### src/common/eisp_params.svh
// constants of the engine ic spi status port: offsets, fields, resets, counts
`ifndef EISP_PARAMS_SVH
`define EISP_PARAMS_SVH

// ****************************************************************
// frame layout
// ****************************************************************
`define EISP_FRAME_BITS     5'h10
`define EISP_CNT_SAT        5'h1f
`define EISP_CMD_MSB        15
`define EISP_CMD_LSB        12
`define EISP_ADDR_MSB       11
`define EISP_ADDR_LSB       8
`define EISP_DATA_MSB       7
`define EISP_DATA_LSB       0
`define EISP_CHECK_PREFIX   4'h7
`define EISP_RESP_RESET     16'h0000

// ****************************************************************
// register offsets
// ****************************************************************
`define EISP_ADDR_STATUS    4'hb
`define EISP_ADDR_CRANK     4'hd
`define EISP_ADDR_ERROR     4'he
`define EISP_ADDR_ID        4'hf

// ****************************************************************
// field positions, masks and reset values
// ****************************************************************
`define EISP_THR_MSB        7
`define EISP_THR_LSB        4
`define EISP_BLK_MSB        3
`define EISP_BLK_LSB        0
`define EISP_PEAK_MSB       7
`define EISP_PEAK_LSB       4
`define EISP_CLAMP_POS_BIT  2
`define EISP_CLAMP_NEG_BIT  1
`define EISP_OT_BIT         0
`define EISP_ERR_BIT        0
`define EISP_STATUS_MASK    8'hf7
`define EISP_ERROR_MASK     8'h01
`define EISP_CRANK_RESET    8'h00
`define EISP_STATUS_RESET   8'h00
`define EISP_ERROR_RESET    8'h00
// model and revision codes: values are arbitrary
`define EISP_ID_MODEL       3'h5
`define EISP_ID_REV         5'h01
`define EISP_ID_RESET       {`EISP_ID_MODEL, `EISP_ID_REV}

`endif

### src/common/eisp_pkg.sv
// types of the engine ic spi status port
package eisp_pkg;

	// ****************************************************************
	// frame sequencer states
	// ****************************************************************
	typedef enum logic [1:0] {
		EISP_ST_IDLE  = 2'b00,
		EISP_ST_FRAME = 2'b01,
		EISP_ST_EXEC  = 2'b10,
		EISP_ST_RESP  = 2'b11
	} eisp_state_type;

	// ****************************************************************
	// command codes in bits 15..12
	// ****************************************************************
	typedef enum logic [3:0] {
		EISP_CMD_CHECK   = 4'h0,
		EISP_CMD_RD_CFG  = 4'h1,
		EISP_CMD_WR_CFG  = 4'h2,
		EISP_CMD_RD_STAT = 4'h3,
		EISP_CMD_WR_STAT = 4'h4
	} eisp_cmd_type;

endpackage

### src/rtl/eisp_spi_port.sv
// spi slave port with crank, sensor status, error and id registers
// ****************************************************************
// ****************************************************************
`timescale 1ns/1ps
`include "eisp_params.svh"
module eisp_spi_port
	import eisp_pkg::*;
(
	// clock and reset
	input  wire logic       I_CLK,
	input  wire logic       I_RST_N,
	// spi pins
	input  wire logic       I_SCLK,
	input  wire logic       I_SI,
	input  wire logic       I_SPI_SELECT_N,
	output logic            O_SO,
	output logic            O_SO_OE_N,
	// sensor conditioner and k-line status pins
	input  wire logic [3:0] I_SENSOR_PEAK_CODE,
	input  wire logic       I_SENSOR_PEAK_STB,
	input  wire logic       I_SENSOR_POS_INPUT_CLAMP,
	input  wire logic       I_SENSOR_NEG_INPUT_CLAMP,
	input  wire logic       I_KLINE_OVERTEMP_FLAG,
	// self test control
	input  wire logic       I_SELF_TEST_WRITE_ENABLE,
	// register driven outputs
	output logic [3:0]      O_THRESHOLD_SEL,
	output logic [3:0]      O_BLANKING_SEL,
	output logic            O_SPI_ERROR
);

	// ****************************************************************
	// input synchronisation
	// ****************************************************************
	logic [11:0]    sync_d;
	logic [11:0]    sync_q;
	logic           sclk_s;
	logic           si_s;
	logic           sel_n_s;
	logic           sel_s;
	logic           peak_stb_s;
	logic           pos_clamp_s;
	logic           neg_clamp_s;
	logic           ot_s;
	logic           stwe_s;
	logic [3:0]     peak_code_s;

	// all pins pass two flops; select enters inverted so reset reads deselected
	assign sync_d = {I_SCLK, I_SI, ~I_SPI_SELECT_N, I_SENSOR_PEAK_STB,
	                 I_SENSOR_POS_INPUT_CLAMP, I_SENSOR_NEG_INPUT_CLAMP,
	                 I_KLINE_OVERTEMP_FLAG, I_SELF_TEST_WRITE_ENABLE,
	                 I_SENSOR_PEAK_CODE};

	eisp_sync #(
		.W     (12)
	) u_sync (
		.clk   (I_CLK),
		.rst_n (I_RST_N),
		.d     (sync_d),
		.q     (sync_q)
	);

	// same latency on every bit keeps si aligned with the clock edge
	assign {sclk_s, si_s, sel_s, peak_stb_s, pos_clamp_s, neg_clamp_s,
	        ot_s, stwe_s, peak_code_s} = sync_q;
	assign sel_n_s = ~sel_s;

	// ****************************************************************
	// edge detection
	// ****************************************************************
	logic           sclk_d_r;
	logic           sclk_d_nxt;
	logic           stb_d_r;
	logic           stb_d_nxt;
	logic           sclk_rise;
	logic           sclk_fall;
	logic           peak_load;

	// delayed copies of the synchronised levels
	always_comb begin
		sclk_d_nxt = sclk_s;
		stb_d_nxt  = peak_stb_s;
	end

	always_ff @(posedge I_CLK or negedge I_RST_N) begin
		if (!I_RST_N) begin
			sclk_d_r <= 1'b0;
			stb_d_r  <= 1'b0;
		end else begin
			sclk_d_r <= sclk_d_nxt;
			stb_d_r  <= stb_d_nxt;
		end
	end

	assign sclk_rise = sclk_s & ~sclk_d_r;
	assign sclk_fall = ~sclk_s & sclk_d_r;
	// code must be steady while the strobe is high
	assign peak_load = peak_stb_s & ~stb_d_r;

	// ****************************************************************
	// frame sequencer and shift registers
	// ****************************************************************
	eisp_state_type state_r;
	eisp_state_type state_nxt;
	logic [4:0]     cnt_r;
	logic [4:0]     cnt_nxt;
	logic [15:0]    rx_r;
	logic [15:0]    rx_nxt;
	logic [15:0]    tx_r;
	logic [15:0]    tx_nxt;
	logic           oe_n_r;
	logic           oe_n_nxt;
	logic [15:0]    resp_r;

	// select level drives framing; clock edges only count inside a frame
	always_comb begin
		state_nxt = state_r;
		cnt_nxt   = cnt_r;
		rx_nxt    = rx_r;
		tx_nxt    = tx_r;
		oe_n_nxt  = oe_n_r;
		unique case (state_r)
			EISP_ST_IDLE: begin
				if (!sel_n_s) begin
					state_nxt = EISP_ST_FRAME;
					cnt_nxt   = 5'h00;
					tx_nxt    = resp_r;
					oe_n_nxt  = 1'b0;
				end
			end
			EISP_ST_FRAME: begin
				if (sel_n_s) begin
					state_nxt = EISP_ST_EXEC;
					oe_n_nxt  = 1'b1;
				end else begin
					if (sclk_rise) begin
						rx_nxt = {rx_r[14:0], si_s};
						// saturate so long frames never wrap back to sixteen
						cnt_nxt = cnt_r + {4'h0, cnt_r != `EISP_CNT_SAT};
					end
					if (sclk_fall && cnt_r != 5'h00) begin
						tx_nxt = {tx_r[14:0], 1'b0};
					end
				end
			end
			EISP_ST_EXEC: state_nxt = EISP_ST_RESP;
			EISP_ST_RESP: state_nxt = EISP_ST_IDLE;
		endcase
	end

	always_ff @(posedge I_CLK or negedge I_RST_N) begin
		if (!I_RST_N) begin
			state_r <= EISP_ST_IDLE;
			cnt_r   <= 5'h00;
			rx_r    <= 16'h0000;
			tx_r    <= 16'h0000;
			oe_n_r  <= 1'b1;
		end else begin
			state_r <= state_nxt;
			cnt_r   <= cnt_nxt;
			rx_r    <= rx_nxt;
			tx_r    <= tx_nxt;
			oe_n_r  <= oe_n_nxt;
		end
	end

	// ****************************************************************
	// command decode
	// ****************************************************************
	logic [3:0]     cmd;
	logic [3:0]     addr;
	logic [7:0]     wdata;
	logic           frame_ok;
	logic           cmd_ok;

	assign cmd   = rx_r[`EISP_CMD_MSB:`EISP_CMD_LSB];
	assign addr  = rx_r[`EISP_ADDR_MSB:`EISP_ADDR_LSB];
	assign wdata = rx_r[`EISP_DATA_MSB:`EISP_DATA_LSB];
	assign frame_ok = (cnt_r == `EISP_FRAME_BITS);

	// status-type offsets, shared by the read and write checks
	function automatic logic is_stat_addr(input logic [3:0] a);
		is_stat_addr = (a == `EISP_ADDR_STATUS) || (a == `EISP_ADDR_ERROR) ||
		               (a == `EISP_ADDR_ID);
	endfunction

	// host write to a status register: clear-only outside self test
	function automatic logic [7:0] wr_status(input logic [7:0] old_v, data_v, mask_v,
	                                         input logic stwe_v);
		wr_status = stwe_v ? (data_v & mask_v) : (old_v & data_v & mask_v);
	endfunction

	// unknown commands and unmapped offsets are message errors
	always_comb begin
		unique case (cmd)
			EISP_CMD_CHECK:   cmd_ok = 1'b1;
			EISP_CMD_RD_CFG:  cmd_ok = (addr == `EISP_ADDR_CRANK);
			EISP_CMD_WR_CFG:  cmd_ok = (addr == `EISP_ADDR_CRANK);
			EISP_CMD_RD_STAT: cmd_ok = is_stat_addr(addr);
			EISP_CMD_WR_STAT: cmd_ok = is_stat_addr(addr);
			default:          cmd_ok = 1'b0;
		endcase
	end

	// ****************************************************************
	// registers and pending response
	// ****************************************************************
	logic [7:0]     crank_r;
	logic [7:0]     crank_nxt;
	logic [7:0]     status_r;
	logic [7:0]     status_nxt;
	logic [7:0]     err_r;
	logic [7:0]     err_nxt;
	logic [7:0]     id_r;
	logic [7:0]     id_nxt;
	logic [7:0]     rd_data_r;
	logic [7:0]     rd_data_nxt;
	logic [15:0]    resp_nxt;
	logic           rd_pend_r;
	logic           rd_pend_nxt;
	logic           err_set;

	// execute once per frame, then fold in hardware events so a set wins
	always_comb begin
		crank_nxt   = crank_r;
		status_nxt  = status_r;
		err_nxt     = err_r;
		id_nxt      = id_r;
		rd_data_nxt = rd_data_r;
		resp_nxt    = resp_r;
		rd_pend_nxt = 1'b0;
		err_set     = 1'b0;
		if (state_r == EISP_ST_EXEC) begin
			if (!frame_ok || !cmd_ok) begin
				err_set = 1'b1;
			end else begin
				unique case (cmd)
					EISP_CMD_CHECK: resp_nxt = {`EISP_CHECK_PREFIX, rx_r[11:0]};
					EISP_CMD_RD_CFG, EISP_CMD_RD_STAT: begin
						rd_pend_nxt = 1'b1;
						unique case (addr)
							`EISP_ADDR_CRANK:  rd_data_nxt = crank_r;
							`EISP_ADDR_STATUS: rd_data_nxt = status_r;
							`EISP_ADDR_ERROR:  rd_data_nxt = err_r;
							`EISP_ADDR_ID:     rd_data_nxt = id_r;
							default:           rd_data_nxt = 8'h00;
						endcase
					end
					EISP_CMD_WR_CFG: begin
						crank_nxt = wdata;
						resp_nxt  = rx_r;
					end
					EISP_CMD_WR_STAT: begin
						resp_nxt = rx_r;
						if (addr == `EISP_ADDR_STATUS) begin
							status_nxt = wr_status(status_r, wdata, `EISP_STATUS_MASK, stwe_s);
						end
						if (addr == `EISP_ADDR_ERROR) begin
							err_nxt = wr_status(err_r, wdata, `EISP_ERROR_MASK, stwe_s);
						end
						// read-only outside self test; ignored, not an error
						if (addr == `EISP_ADDR_ID && stwe_s) begin
							id_nxt = wdata;
						end
					end
					default: resp_nxt = resp_r;
				endcase
			end
		end
		// read data waits one cycle in its register, then becomes the reply
		if (state_r == EISP_ST_RESP && rd_pend_r) begin
			resp_nxt = {rx_r[15:8], rd_data_r};
		end
		// faults stop updating while self test owns the status register
		if (!stwe_s) begin
			if (peak_load) begin
				status_nxt[`EISP_PEAK_MSB:`EISP_PEAK_LSB] = peak_code_s;
			end
			status_nxt[`EISP_CLAMP_POS_BIT] |= pos_clamp_s;
			status_nxt[`EISP_CLAMP_NEG_BIT] |= neg_clamp_s;
			status_nxt[`EISP_OT_BIT]        |= ot_s;
		end
		if (err_set) begin
			err_nxt[`EISP_ERR_BIT] = 1'b1;
		end
	end

	always_ff @(posedge I_CLK or negedge I_RST_N) begin
		if (!I_RST_N) begin
			crank_r   <= `EISP_CRANK_RESET;
			status_r  <= `EISP_STATUS_RESET;
			err_r     <= `EISP_ERROR_RESET;
			id_r      <= `EISP_ID_RESET;
			rd_data_r <= 8'h00;
			resp_r    <= `EISP_RESP_RESET;
			rd_pend_r <= 1'b0;
		end else begin
			crank_r   <= crank_nxt;
			status_r  <= status_nxt;
			err_r     <= err_nxt;
			id_r      <= id_nxt;
			rd_data_r <= rd_data_nxt;
			resp_r    <= resp_nxt;
			rd_pend_r <= rd_pend_nxt;
		end
	end

	// ****************************************************************
	// outputs, all straight from flops
	// ****************************************************************
	assign O_SO            = tx_r[15];
	assign O_SO_OE_N       = oe_n_r;
	assign O_THRESHOLD_SEL = crank_r[`EISP_THR_MSB:`EISP_THR_LSB];
	assign O_BLANKING_SEL  = crank_r[`EISP_BLK_MSB:`EISP_BLK_LSB];
	assign O_SPI_ERROR     = err_r[`EISP_ERR_BIT];

endmodule

### src/rtl/eisp_sync.sv
// two flip-flop synchroniser for a bundle of asynchronous inputs
`timescale 1ns/1ps
module eisp_sync #(
	parameter int W = 1
) (
	input  wire logic         clk,
	input  wire logic         rst_n,
	input  wire logic [W-1:0] d,
	output logic      [W-1:0] q
);

	logic [W-1:0] meta_r;

	// first stage feeds only the second stage
	always_ff @(posedge clk or negedge rst_n) begin
		if (!rst_n) begin
			meta_r <= '0;
			q      <= '0;
		end else begin
			meta_r <= d;
			q      <= meta_r;
		end
	end

endmodule

### config.mk
export PLATFORM = sky130hd
export DESIGN_NAME = eisp_spi_port
export DESIGN_NICKNAME = d
export VERILOG_FILES = /design/src/common/eisp_pkg.sv /design/src/rtl/eisp_spi_port.sv /design/src/rtl/eisp_sync.sv
export VERILOG_INCLUDE_DIRS = /design/src /design/src/common
export SDC_FILE = /design/constraint.sdc
export NUM_CORES = 1
export LEC_CHECK = 0
export ABC_CLOCK_PERIOD_IN_PS = 4200
export BUFFER_PORTS_ARGS = -buffer_cell sky130_fd_sc_hd__buf_2
export CAP_MARGIN = 15
export CORE_ASPECT_RATIO = 0.5
export CORE_MARGIN = 2
export CORE_UTILIZATION = 41
export CTS_CLUSTER_DIAMETER = 80
export DETAILED_ROUTE_END_ITERATION = 8
export MAX_ROUTING_LAYER = met4
export SYNTH_ARGS = -nofsm -noshare
export SYNTH_HDL_FRONTEND = slang
export SYNTH_SLANG_ARGS = --single-unit
### constraint.sdc
create_clock -name I_CLK -period 4.2 [get_ports I_CLK]
set_clock_uncertainty 0.15 [all_clocks]
set_input_delay 0.84 -clock I_CLK [delete_from_list [all_inputs] [get_ports I_CLK]]
set_output_delay 0.84 -clock I_CLK [all_outputs]
set_load 0.01 [all_outputs]
Word level (Yosys, flattened, before mapping)
Cells that the tools add are included.
{ "totals": {"memories": 0, "word_cells": 122, "romBits": 0, "in_bits": 14, "out_inout_bits": 11, "ram_bits": 0, "register_bits": 116, "latchBits": 0} }
{ "op_classes": {"shift": 0, "multipliers": 0, "n_addsub": 1, "div": 0, "order_cmp": 0, "reduce_logical": 32, "n_mux": 39, "n_eq_ne": 20, "bitwise": 13} }
{ "op_table": {"columns": ["operator", "n"], "rows": [
  ["16-bit two-way mux", 6],
  ["16-bit case mux with 2 select lines", 2],
  ["8-bit two-way mux", 5],
  ["8-bit case mux with 4 select lines", 1],
  ["4-bit AND reduction", 5],
  ["4-bit equality test (second input constant)", 4],
  ["5-bit two-way mux", 3],
  ["3-bit AND reduction", 5],
  ["1-bit two-way mux", 13],
  ["5-bit case mux with 2 select lines", 1],
  ["2-bit nonzero test", 5],
  ["8-bit bitwise AND", 1],
  ["4-bit by 2-bit equality test with 1-bit output (second input constant)", 2],
  ["4-bit two-way mux", 2],
  ["2-bit inequality test (second input constant)", 4],
  ["2-bit case mux with 4 select lines", 1],
  ["2-bit OR reduction", 4],
  ["2-bit by 1-bit inequality test with 1-bit output (second input constant)", 3],
  ["5-bit by 1-bit adder with 5-bit output", 1],
  ["5-bit equality test (second input constant)", 1],
  ["5-bit inequality test (second input constant)", 1],
  ["1-bit NOT", 5],
  ["5-bit nonzero test", 1],
  ["1-bit bitwise AND", 4],
  ["other kinds (16)", 25]
]} }

Longest topological paths before layout
Gate-level depths: netlist (run 1).
{ "logic_depth": {"depth_word": 10, "depth_mapped": 9, "mapped_depth_nobuf": 7} }

Hierarchy
From an unflattened synthesis (run 1), not the netlist that was laid out.
{ "unflattened": {"hier_cells": 452, "hier_area_um2": 4998.5} }
{ "modules_own_cells": {"columns": ["module", "cells_each", "area_each_um2", "n_inst", "seq_area_each_um2"], "rows": [
  ["eisp_spi_port", 428, 4398.0, 1, 2282.2],
  ["eisp_sync", 24, 600.6, 1, 600.6]
]} }

Least setup slack after synthesis (run 1)
OpenSTA, ideal clock, no wires.
{ "synth_timing": {"kind": "reg2reg", "start": "register rx_r[12]", "end": "register crank_r[0]", "setup_time_ns": 0.125, "slack_ns": 1.846, "required_time_ns": 3.925, "synth_period_minus_slack_ns": 2.354, "path_stages_with_launch": 8, "path_buffers": 2, "t_arrival_ns": 2.079, "path_cell_list": "dfrtp_1 > buf_4 > or3b_4 > a211oi_2 > nor3_1 > or4b_1 > buf_6 > mux2_4"} }
{ "synth_via": {"elab_chain_len": 7, "word_cells_on_any_way": 12, "classes_between": "4 x eq/ne; 1 x mux; 1 x bitwise; 6 x reduce/logical"} }
{ "synth_rtl": {"columns": ["element", "line", "rtl"], "rows": [
  ["start: declaration", "eisp_spi_port.sv:107", "logic [15:0] rx_r;"],
  ["start signal: assignment", "eisp_spi_port.sv:161", "rx_r <= rx_nxt;"],
  ["4-bit by 3-bit equality test with 1-bit output (tied with other cells)", "eisp_spi_port.sv:195", "unique case (cmd)"],
  ["2-bit OR reduction (no source line)", null, null],
  ["1-bit case mux with 3 select lines", "eisp_spi_port.sv:195", null],
  ["1-bit zero test", "eisp_spi_port.sv:234", "if (!frame_ok || !cmd_ok) begin"],
  ["1-bit logical OR", "eisp_spi_port.sv:234", null],
  ["1-bit NOT (no source line)", null, null],
  ["3-bit AND reduction (no source line) (*)", null, null],
  ["end signal: assignment", "eisp_spi_port.sv:290", "crank_r <= `EISP_CRANK_RESET;"],
  ["end signal: assignment", "eisp_spi_port.sv:298", "crank_r <= crank_nxt;"],
  ["end: declaration", "eisp_spi_port.sv:208", "logic [7:0] crank_r;"]
]} }
Mark *: on every way between the ends. The rest lies on a longest branch, timed or not.
A chain may end at the register's enable or synchronous reset.

Worst setup path after layout (run 1)
{ "layout_timing": {"start": "register cnt_r[1]", "end": "register crank_r[0]"} }
{ "layout_via": {"elab_chain_len": 5} }
{ "layout_rtl": {"columns": ["element", "line", "rtl"], "rows": [
  ["start: declaration", "eisp_spi_port.sv:105", "logic [4:0] cnt_r;"],
  ["start signal: assignment", "eisp_spi_port.sv:160", "cnt_r <= cnt_nxt;"],
  ["5-bit equality test (no source line)", null, null],
  ["1-bit zero test", "eisp_spi_port.sv:234", null],
  ["1-bit logical OR", "eisp_spi_port.sv:234", null],
  ["1-bit NOT (no source line)", null, null],
  ["3-bit AND reduction (no source line)", null, null]
]} }
Every way passes these cells.

==> results of run 1 <==
==> logic make-up after synthesis <==
group                      after synthesis  share of synthesized area, %
adders and majority gates                6                          1.55
DFF                                    115                          59.3
and+or+nand+nor                        146                          13.7
AOI/OAI and AO/OA                       86                          11.2
muxes                                   45                          10.4
xor gates and xnor gates                 3                         0.541
buffers and inverters                   36                          3.30
==> state kept, by name, indices dropped and copies added, names as in the netlist <==
register / count
sclk_d_r: 1
u_sync.q: 12
status_r: 7
err_r: 1
crank_r: 8
id_r: 8
rd_pend_r: 1
stb_d_r: 1
rx_r: 16
O_SO_OE_N: 1
cnt_r: 5
u_sync.meta_r: 12
resp_r: 16
state_r: 2
rd_data_r: 8
tx_r: 16
==> layer usage <==
metal	share of wire [%]	GRT usage (%)	wire length, µm	up-vias
li1	-	-	-	1567
met5	0	-	0	-
met2	42	23.8	4100	47
met1	54	25.3	5300	1596
met3	3.5	4.70	349	12
met4	1.3	7.12	131	0
==> per-stage QoR <==
step	hold slack [ps]	cells
floorplan	181	437
global placement	181	604
detailed placement	185	604
CTS	197	636
global route	203	636
finish	196	636
==> power groups by stage <==
stage / clock network (mW) / logic, mW / registers, mW
6_report: 1.50 / 0.314 / 1.25
5_1_grt: 1.59 / 0.356 / 1.26
4_1_cts: 1.53 / 0.320 / 1.25
3_5_place_dp: 0 / 0.319 / 1.27
3_3_place_gp: 0 / 0.314 / 1.27
2_1_floorplan: 0 / 0.230 / 1.24
==> cell usage after synthesis, types with 6 or more instances <==
cell type / instances / area (µm²)
inv_1: 10 / 37.5
mux2_4: 8 / 120
nand2_1: 86 / 323
clkbuf_1: 17 / 63.8
mux2i_1: 24 / 240
nor2_1: 24 / 90.1
a21oi_1: 10 / 50.1
mux2_2: 13 / 146
nand3_1: 7 / 35.0
a22oi_1: 7 / 52.6
ha_1: 6 / 75.1
o21ai_0: 43 / 215
dfrtp_1: 111 / 2780
==> worst min path at each step <==
stage	from	endpoint	slack, ps	cells after the start
after floorplan	u_sync.meta_r[0]	u_sync.q[0]	180	0
after detailed placement	u_sync.meta_r[2]	u_sync.q[2]	180	0
after global placement	u_sync.meta_r[3]	u_sync.q[3]	180	0
after global routing	u_sync.meta_r[4]	u_sync.q[4]	200	0
after CTS	u_sync.meta_r[4]	u_sync.q[4]	200	0
final	u_sync.meta_r[4]	u_sync.q[4]	200	0
==> worst register-to-register path, delay by kind of cell (launching register included) <==
| kind | cells | cell delay (ps) |
|---|---|---|
| simple gates | 3 | 1780 |
| flops | 1 | 420 |
| mux | 1 | 400 |
==> cell type report <==
type | instances | area share, %
Clock buffer | 18 | 7.49
Clock inverter | 14 | 3.26
Inverter | 10 | 0.655
Multi-Input combinational cell | 286 | 31.8
Sequential cell | 115 | 50.3
Tap cell | 165 | 3.60
Timing Repair Buffer | 28 | 2.88
==> run_results.csv, run 1 <==
group,metric,value,unit
worst_setup_path,r2r_setup_slack,1330,ps
worst_setup_path,arrival,3010,ps
place,dpl_cell_area,5110,µm²
power,max-vdd-ir-drop,289,µV
flow_run,maxCapViolCount,0,
worst_setup_path,max_stage_delay,760,ps
drt,viasPerCell,5.07,
sta,layout_setup_ws,1330,ps
drt,vias,3222,
drt,drt_iter0_drc,225,
global_routing,grt_pass1_vias,3143,
worst_setup_path,crit_end,"crank_r[0]",
cells_and_area,n_fill_cell,1068,
global_routing,grt_max_degree,72,
drt,ant_nets,0,
logic_synthesis,syn_inst,437,
floorplanning,dieArea,12800,µm²
cells_and_area,drive_gt1_share,18.9,%
drt,drc,0,
global_routing,grt_usage,17.7,%
sta,tightest_slew,1010,ps
sta,setup_viol,0,
clock_network,root_buffer,"clkbuf_16",
clock_network,cts_buffers,17,
logic_synthesis,synth_area,4860,µm²
place,numPortBuffers,24,
clock_network,clock-sinks,115,
floorplanning,core.rowCount,28,
cells_and_area,final_cell_mix,"dfrtp_1, nand2_1, o21ai_0, nor2_1, mux2i_1",
power,clkPwrFrac,48.9,%
global_routing,antenna_found_initial,0,
power,pwr-share-comb,10.2,%
power,p_sw_share,25.5,%
worst_setup_path,critPathKind,"register to register",
floorplanning,die_w,158,µm
sta,final_max_slew_viol_count,0,
worst_setup_path,path_buf_inv,0,
clock_network,clkTransAtPathRegs,60,ps
logic_synthesis,ys_seq_elements,115,
clock_network,post_cts_resized,0,
logic_synthesis,synth_area_per_cell,11.1,µm²
power,power_frac_seq,40.9,%
floorplanning,pin_count,25,
outcome,outcome,"complete, no violations",
cells_and_area,mostFrequentLayoutCell,"dfrtp_1",
worst_setup_path,end_kind,"register",
place,hpwl,6.48,mm
clock_network,cts_setup_buffers,0,
power,cellLeakagePower,2.70,nW
logic_synthesis,syn_nets,457,
sta,period_share,68.3,%
cells_and_area,utilization,48.9,%
power,switching_power,783,µW
clock_network,cts_tree,"done",
clock_network,cts_hold_buf,0,
cells_and_area,diodes,0,
logic_synthesis,synth.distinct_cells,52,
clock_network,insertion_delay,410,ps
global_routing,grt_pass1_wl,16.4,mm
drt,drt_pass1_iterations,4,
clock_network,htree_levels,4,
drt,wirelength,9.88,mm
floorplanning,start_util,41.5,%
sta,fmax,349,MHz
power,power_density,536,nW/µm²
global_routing,gr-total-overflow,0,
logic_synthesis,ys.flop_type,"dfrtp_1",
worst_setup_path,crit_required,4340,ps
worst_setup_path,worstSetupStartpointType,"register",
floorplanning,die_y,81.0,µm
logic_synthesis,synth_edf_count,0,
worst_setup_path,path_cells,"nor4_1, nor3b_1, or4b_1, mux2_4",
sta,tns,0,ps
worst_setup_path,cp.depth,4,
worst_setup_path,worstSetupStartpoint,"cnt_r[1]",
cells_and_area,syn_to_final_growth,17.9,%
worst_setup_path,crit_fanout,8,
cells_and_area,multiInputGateArea,1820,µm²
floorplanning,coreArea,11700,µm²
cells_and_area,nets,478,
sta,finalHoldViolations,0,
min_path,hold_path_class,"register to register",
logic_synthesis,async_flop_share,100,%
sta,rsz0062_at_grt,"no",
place,dp_slack,1390,ps
logic_synthesis,yosys_warnings,0,
sta,min_period,2870,ps
drt,post_drt_wl_per_cell,15.5,µm
worst_setup_path,critPathSlowestCell,"or4b_1",
worst_setup_path,r2r_cells,4,
sta,slew_headroom,32.4,%
worst_setup_path,cp_top_family,"simple AND/OR/NAND/NOR gates",
logic_synthesis,seq_area_frac_synth,59.3,%
place,gp_congestion,0.887,
power,intPower,2.28,mW
worst_setup_path,timing.rr.start,"cnt_r[1]",
worst_setup_path,r2r-end,"crank_r[0]",
power,total_power,3.07,mW
clock_network,clk_path_buf_depth,2,
cells_and_area,final_design_area_no_fill,5730,µm²
cells_and_area,regArea,2880,µm²
Power figures use the tool's default switching activity.
==> run 2, diff against run 1 <==
--- a/config.mk
+++ b/config.mk
@@ -6,7 +6,7 @@
 export SDC_FILE = /design/constraint.sdc
 export NUM_CORES = 1
 export LEC_CHECK = 0
-export ABC_CLOCK_PERIOD_IN_PS = 4200
+export ABC_CLOCK_PERIOD_IN_PS = 2850
 export BUFFER_PORTS_ARGS = -buffer_cell sky130_fd_sc_hd__buf_2
 export CAP_MARGIN = 15
 export CORE_ASPECT_RATIO = 0.5
==> constraint.sdc (replaced) <==
create_clock -name I_CLK -period 2.85 [get_ports I_CLK]
set_clock_uncertainty 0.15 [all_clocks]
set_input_delay 0.57 -clock I_CLK [delete_from_list [all_inputs] [get_ports I_CLK]]
set_output_delay 0.57 -clock I_CLK [all_outputs]
set_load 0.01 [all_outputs]
==> run 2 against run 1 <==
Compared with the run above: count of clock-buffer cells in the layout shrank 1; setup slack lost 1200 ps; cell count grew 2.0%; largest power group unchanged.
==> run_results.csv, run 2 (synthesis results as in run 1) <==
group,metric,value,unit
worst_setup_path,crit_required,2990,ps
clock_network,cts_setup_buffers,0,
clock_network,clkTransAtPathRegs,50,ps
global_routing,grt_pass1_vias,3105,
drt,post_drt_wl_per_cell,15.7,µm
worst_setup_path,arrival,2840,ps
clock_network,htree_levels,4,
place,numPortBuffers,24,
cells_and_area,syn_to_final_growth,19.9,%
clock_network,root_buffer,"clkbuf_16",
clock_network,clk_path_buf_depth,2,
sta,period_share,95.0,%
drt,drc,0,
global_routing,gr-total-overflow,0,
floorplanning,core.rowCount,28,
global_routing,grt_usage,18.2,%
global_routing,busiest_layer,"met1",
floorplanning,start_util,41.5,%
worst_setup_path,crit_end,"crank_r[6]",
clock_network,clock-sinks,115,
drt,drt_pass1_iterations,4,
min_path,hold_path_class,"input port to asynchronous set/reset pin",
power,cellLeakagePower,2.77,nW
worst_setup_path,worstSetupStartpoint,"rx_r[14]",
cells_and_area,nets,491,
drt,vias,3262,
clock_network,post_cts_resized,0,
power,total_power,4.53,mW
sta,fmax,369,MHz
worst_setup_path,crit_fanout,9,
place,gp_congestion,0.904,
worst_setup_path,max_stage_delay,790,ps
worst_setup_path,critPathKind,"register to register",
cells_and_area,diodes,0,
sta,tns,0,ps
worst_setup_path,timing.rr.start,"rx_r[14]",
floorplanning,coreArea,11700,µm²
sta,final_max_slew_viol_count,0,
floorplanning,die_w,158,µm
global_routing,grt_pass1_wl,16.7,mm
worst_setup_path,worstSetupStartpointType,"register",
flow_run,maxCapViolCount,0,
sta,min_period,2710,ps
floorplanning,die_y,81.0,µm
global_routing,met2_usage,24.3,%
sta,slew_headroom,57.2,%
global_routing,grtUsageMet3,5.66,%
cells_and_area,reg_top3,"resp_r (16), rx_r (16), tx_r (16)",
floorplanning,dieArea,12800,µm²
clock_network,insertion_delay,400,ps
worst_setup_path,r2r_cells,5,
drt,wirelength,10.2,mm
drt,drt_iter0_drc,145,
cells_and_area,final_cell_mix,"dfrtp_1, nand2_1, o21ai_0, nor2_1, mux2i_1",
sta,rsz0062_at_grt,"no",
worst_setup_path,critPathSlowestCell,"or4b_1",
clock_network,cts_buffers,17,
global_routing,grt_max_degree,50,
cells_and_area,mostFrequentLayoutCell,"dfrtp_1",
worst_setup_path,path_cells,"or3b_4, a211oi_2, nor3_1, or4b_1, mux2_4",
sta,setup_viol,0,
power,max-vdd-ir-drop,404,µV
global_routing,use_met1,26.4,%
drt,viasPerCell,5.03,
clock_network,cts_hold_buf,0,
sta,tightest_slew,642,ps
cells_and_area,final_cells,649,
floorplanning,pin_count,25,
worst_setup_path,end_kind,"register",
outcome,outcome,"complete, no violations",
power,power_density,778,nW/µm²
worst_setup_path,r2r-end,"crank_r[6]",
cells_and_area,drive_gt1_share,21.3,%
sta,finalHoldViolations,0,
place,placed_cells,617,
drt,ant_nets,0,
place,hpwl,6.79,mm
worst_setup_path,r2r_setup_slack,140,ps
global_routing,antenna_found_initial,0,
clock_network,cts_tree,"done",
==> run 2: stage by stage <==
stage          area (µm²)  setup WS [ps]  util [%]  hold WS (ps)
3_3_place_gp         5210            197      44.5           182
4_1_cts              5820            148      49.8          59.2
5_1_grt              5820           31.4      49.8          76.7
6_report             5820            141      49.8          40.0
2_1_floorplan        4860            496         -           124
3_5_place_dp         5210            151      44.5           185
==> run 2: worst min-delay path by stage <==
stage                     depth (start not counted)           end
after global routing                              1  u_sync.q[10]
after CTS                                         1  u_sync.q[10]
final                                             1  u_sync.q[10]
after global placement                            0   u_sync.q[2]
after floorplan                                   0      cnt_r[0]
after detailed placement                          0   u_sync.q[3]
==> run 2: power breakdown <==
part           switching, mW  internal, mW
registers              0.118          1.73
logic                  0.294         0.200
clock network          0.735          1.45
total                   1.15          3.39
==> run 2: worst max-delay path, delay by kind of cell, from the launching register on <==
kind,cells,cell delay [ps]
DFF,1,480
AOI/OAI and AO/OA,1,230
muxes,1,400
and+or+nand+nor,3,1330
==> run 2: routing by layer <==
layer | vias to the layer above | share of wire, %
met5 | - | 0
met4 | 0 | 0.45
met3 | 8 | 3.7
met2 | 77 | 42
met1 | 1594 | 54
li1 | 1583 | -
==> run 2: cell type report <==
| cell class | count | area (µm²) |
|---|---|---|
| fill | 1050 | 5880 |
| sequential | 115 | 2880 |
| multi-input combinational | 286 | 1820 |
| clock buffer | 17 | 425 |
| timing repair buffer | 41 | 263 |
| tap | 165 | 206 |
| clock inverter | 15 | 190 |
| inverter | 10 | 37.5 |
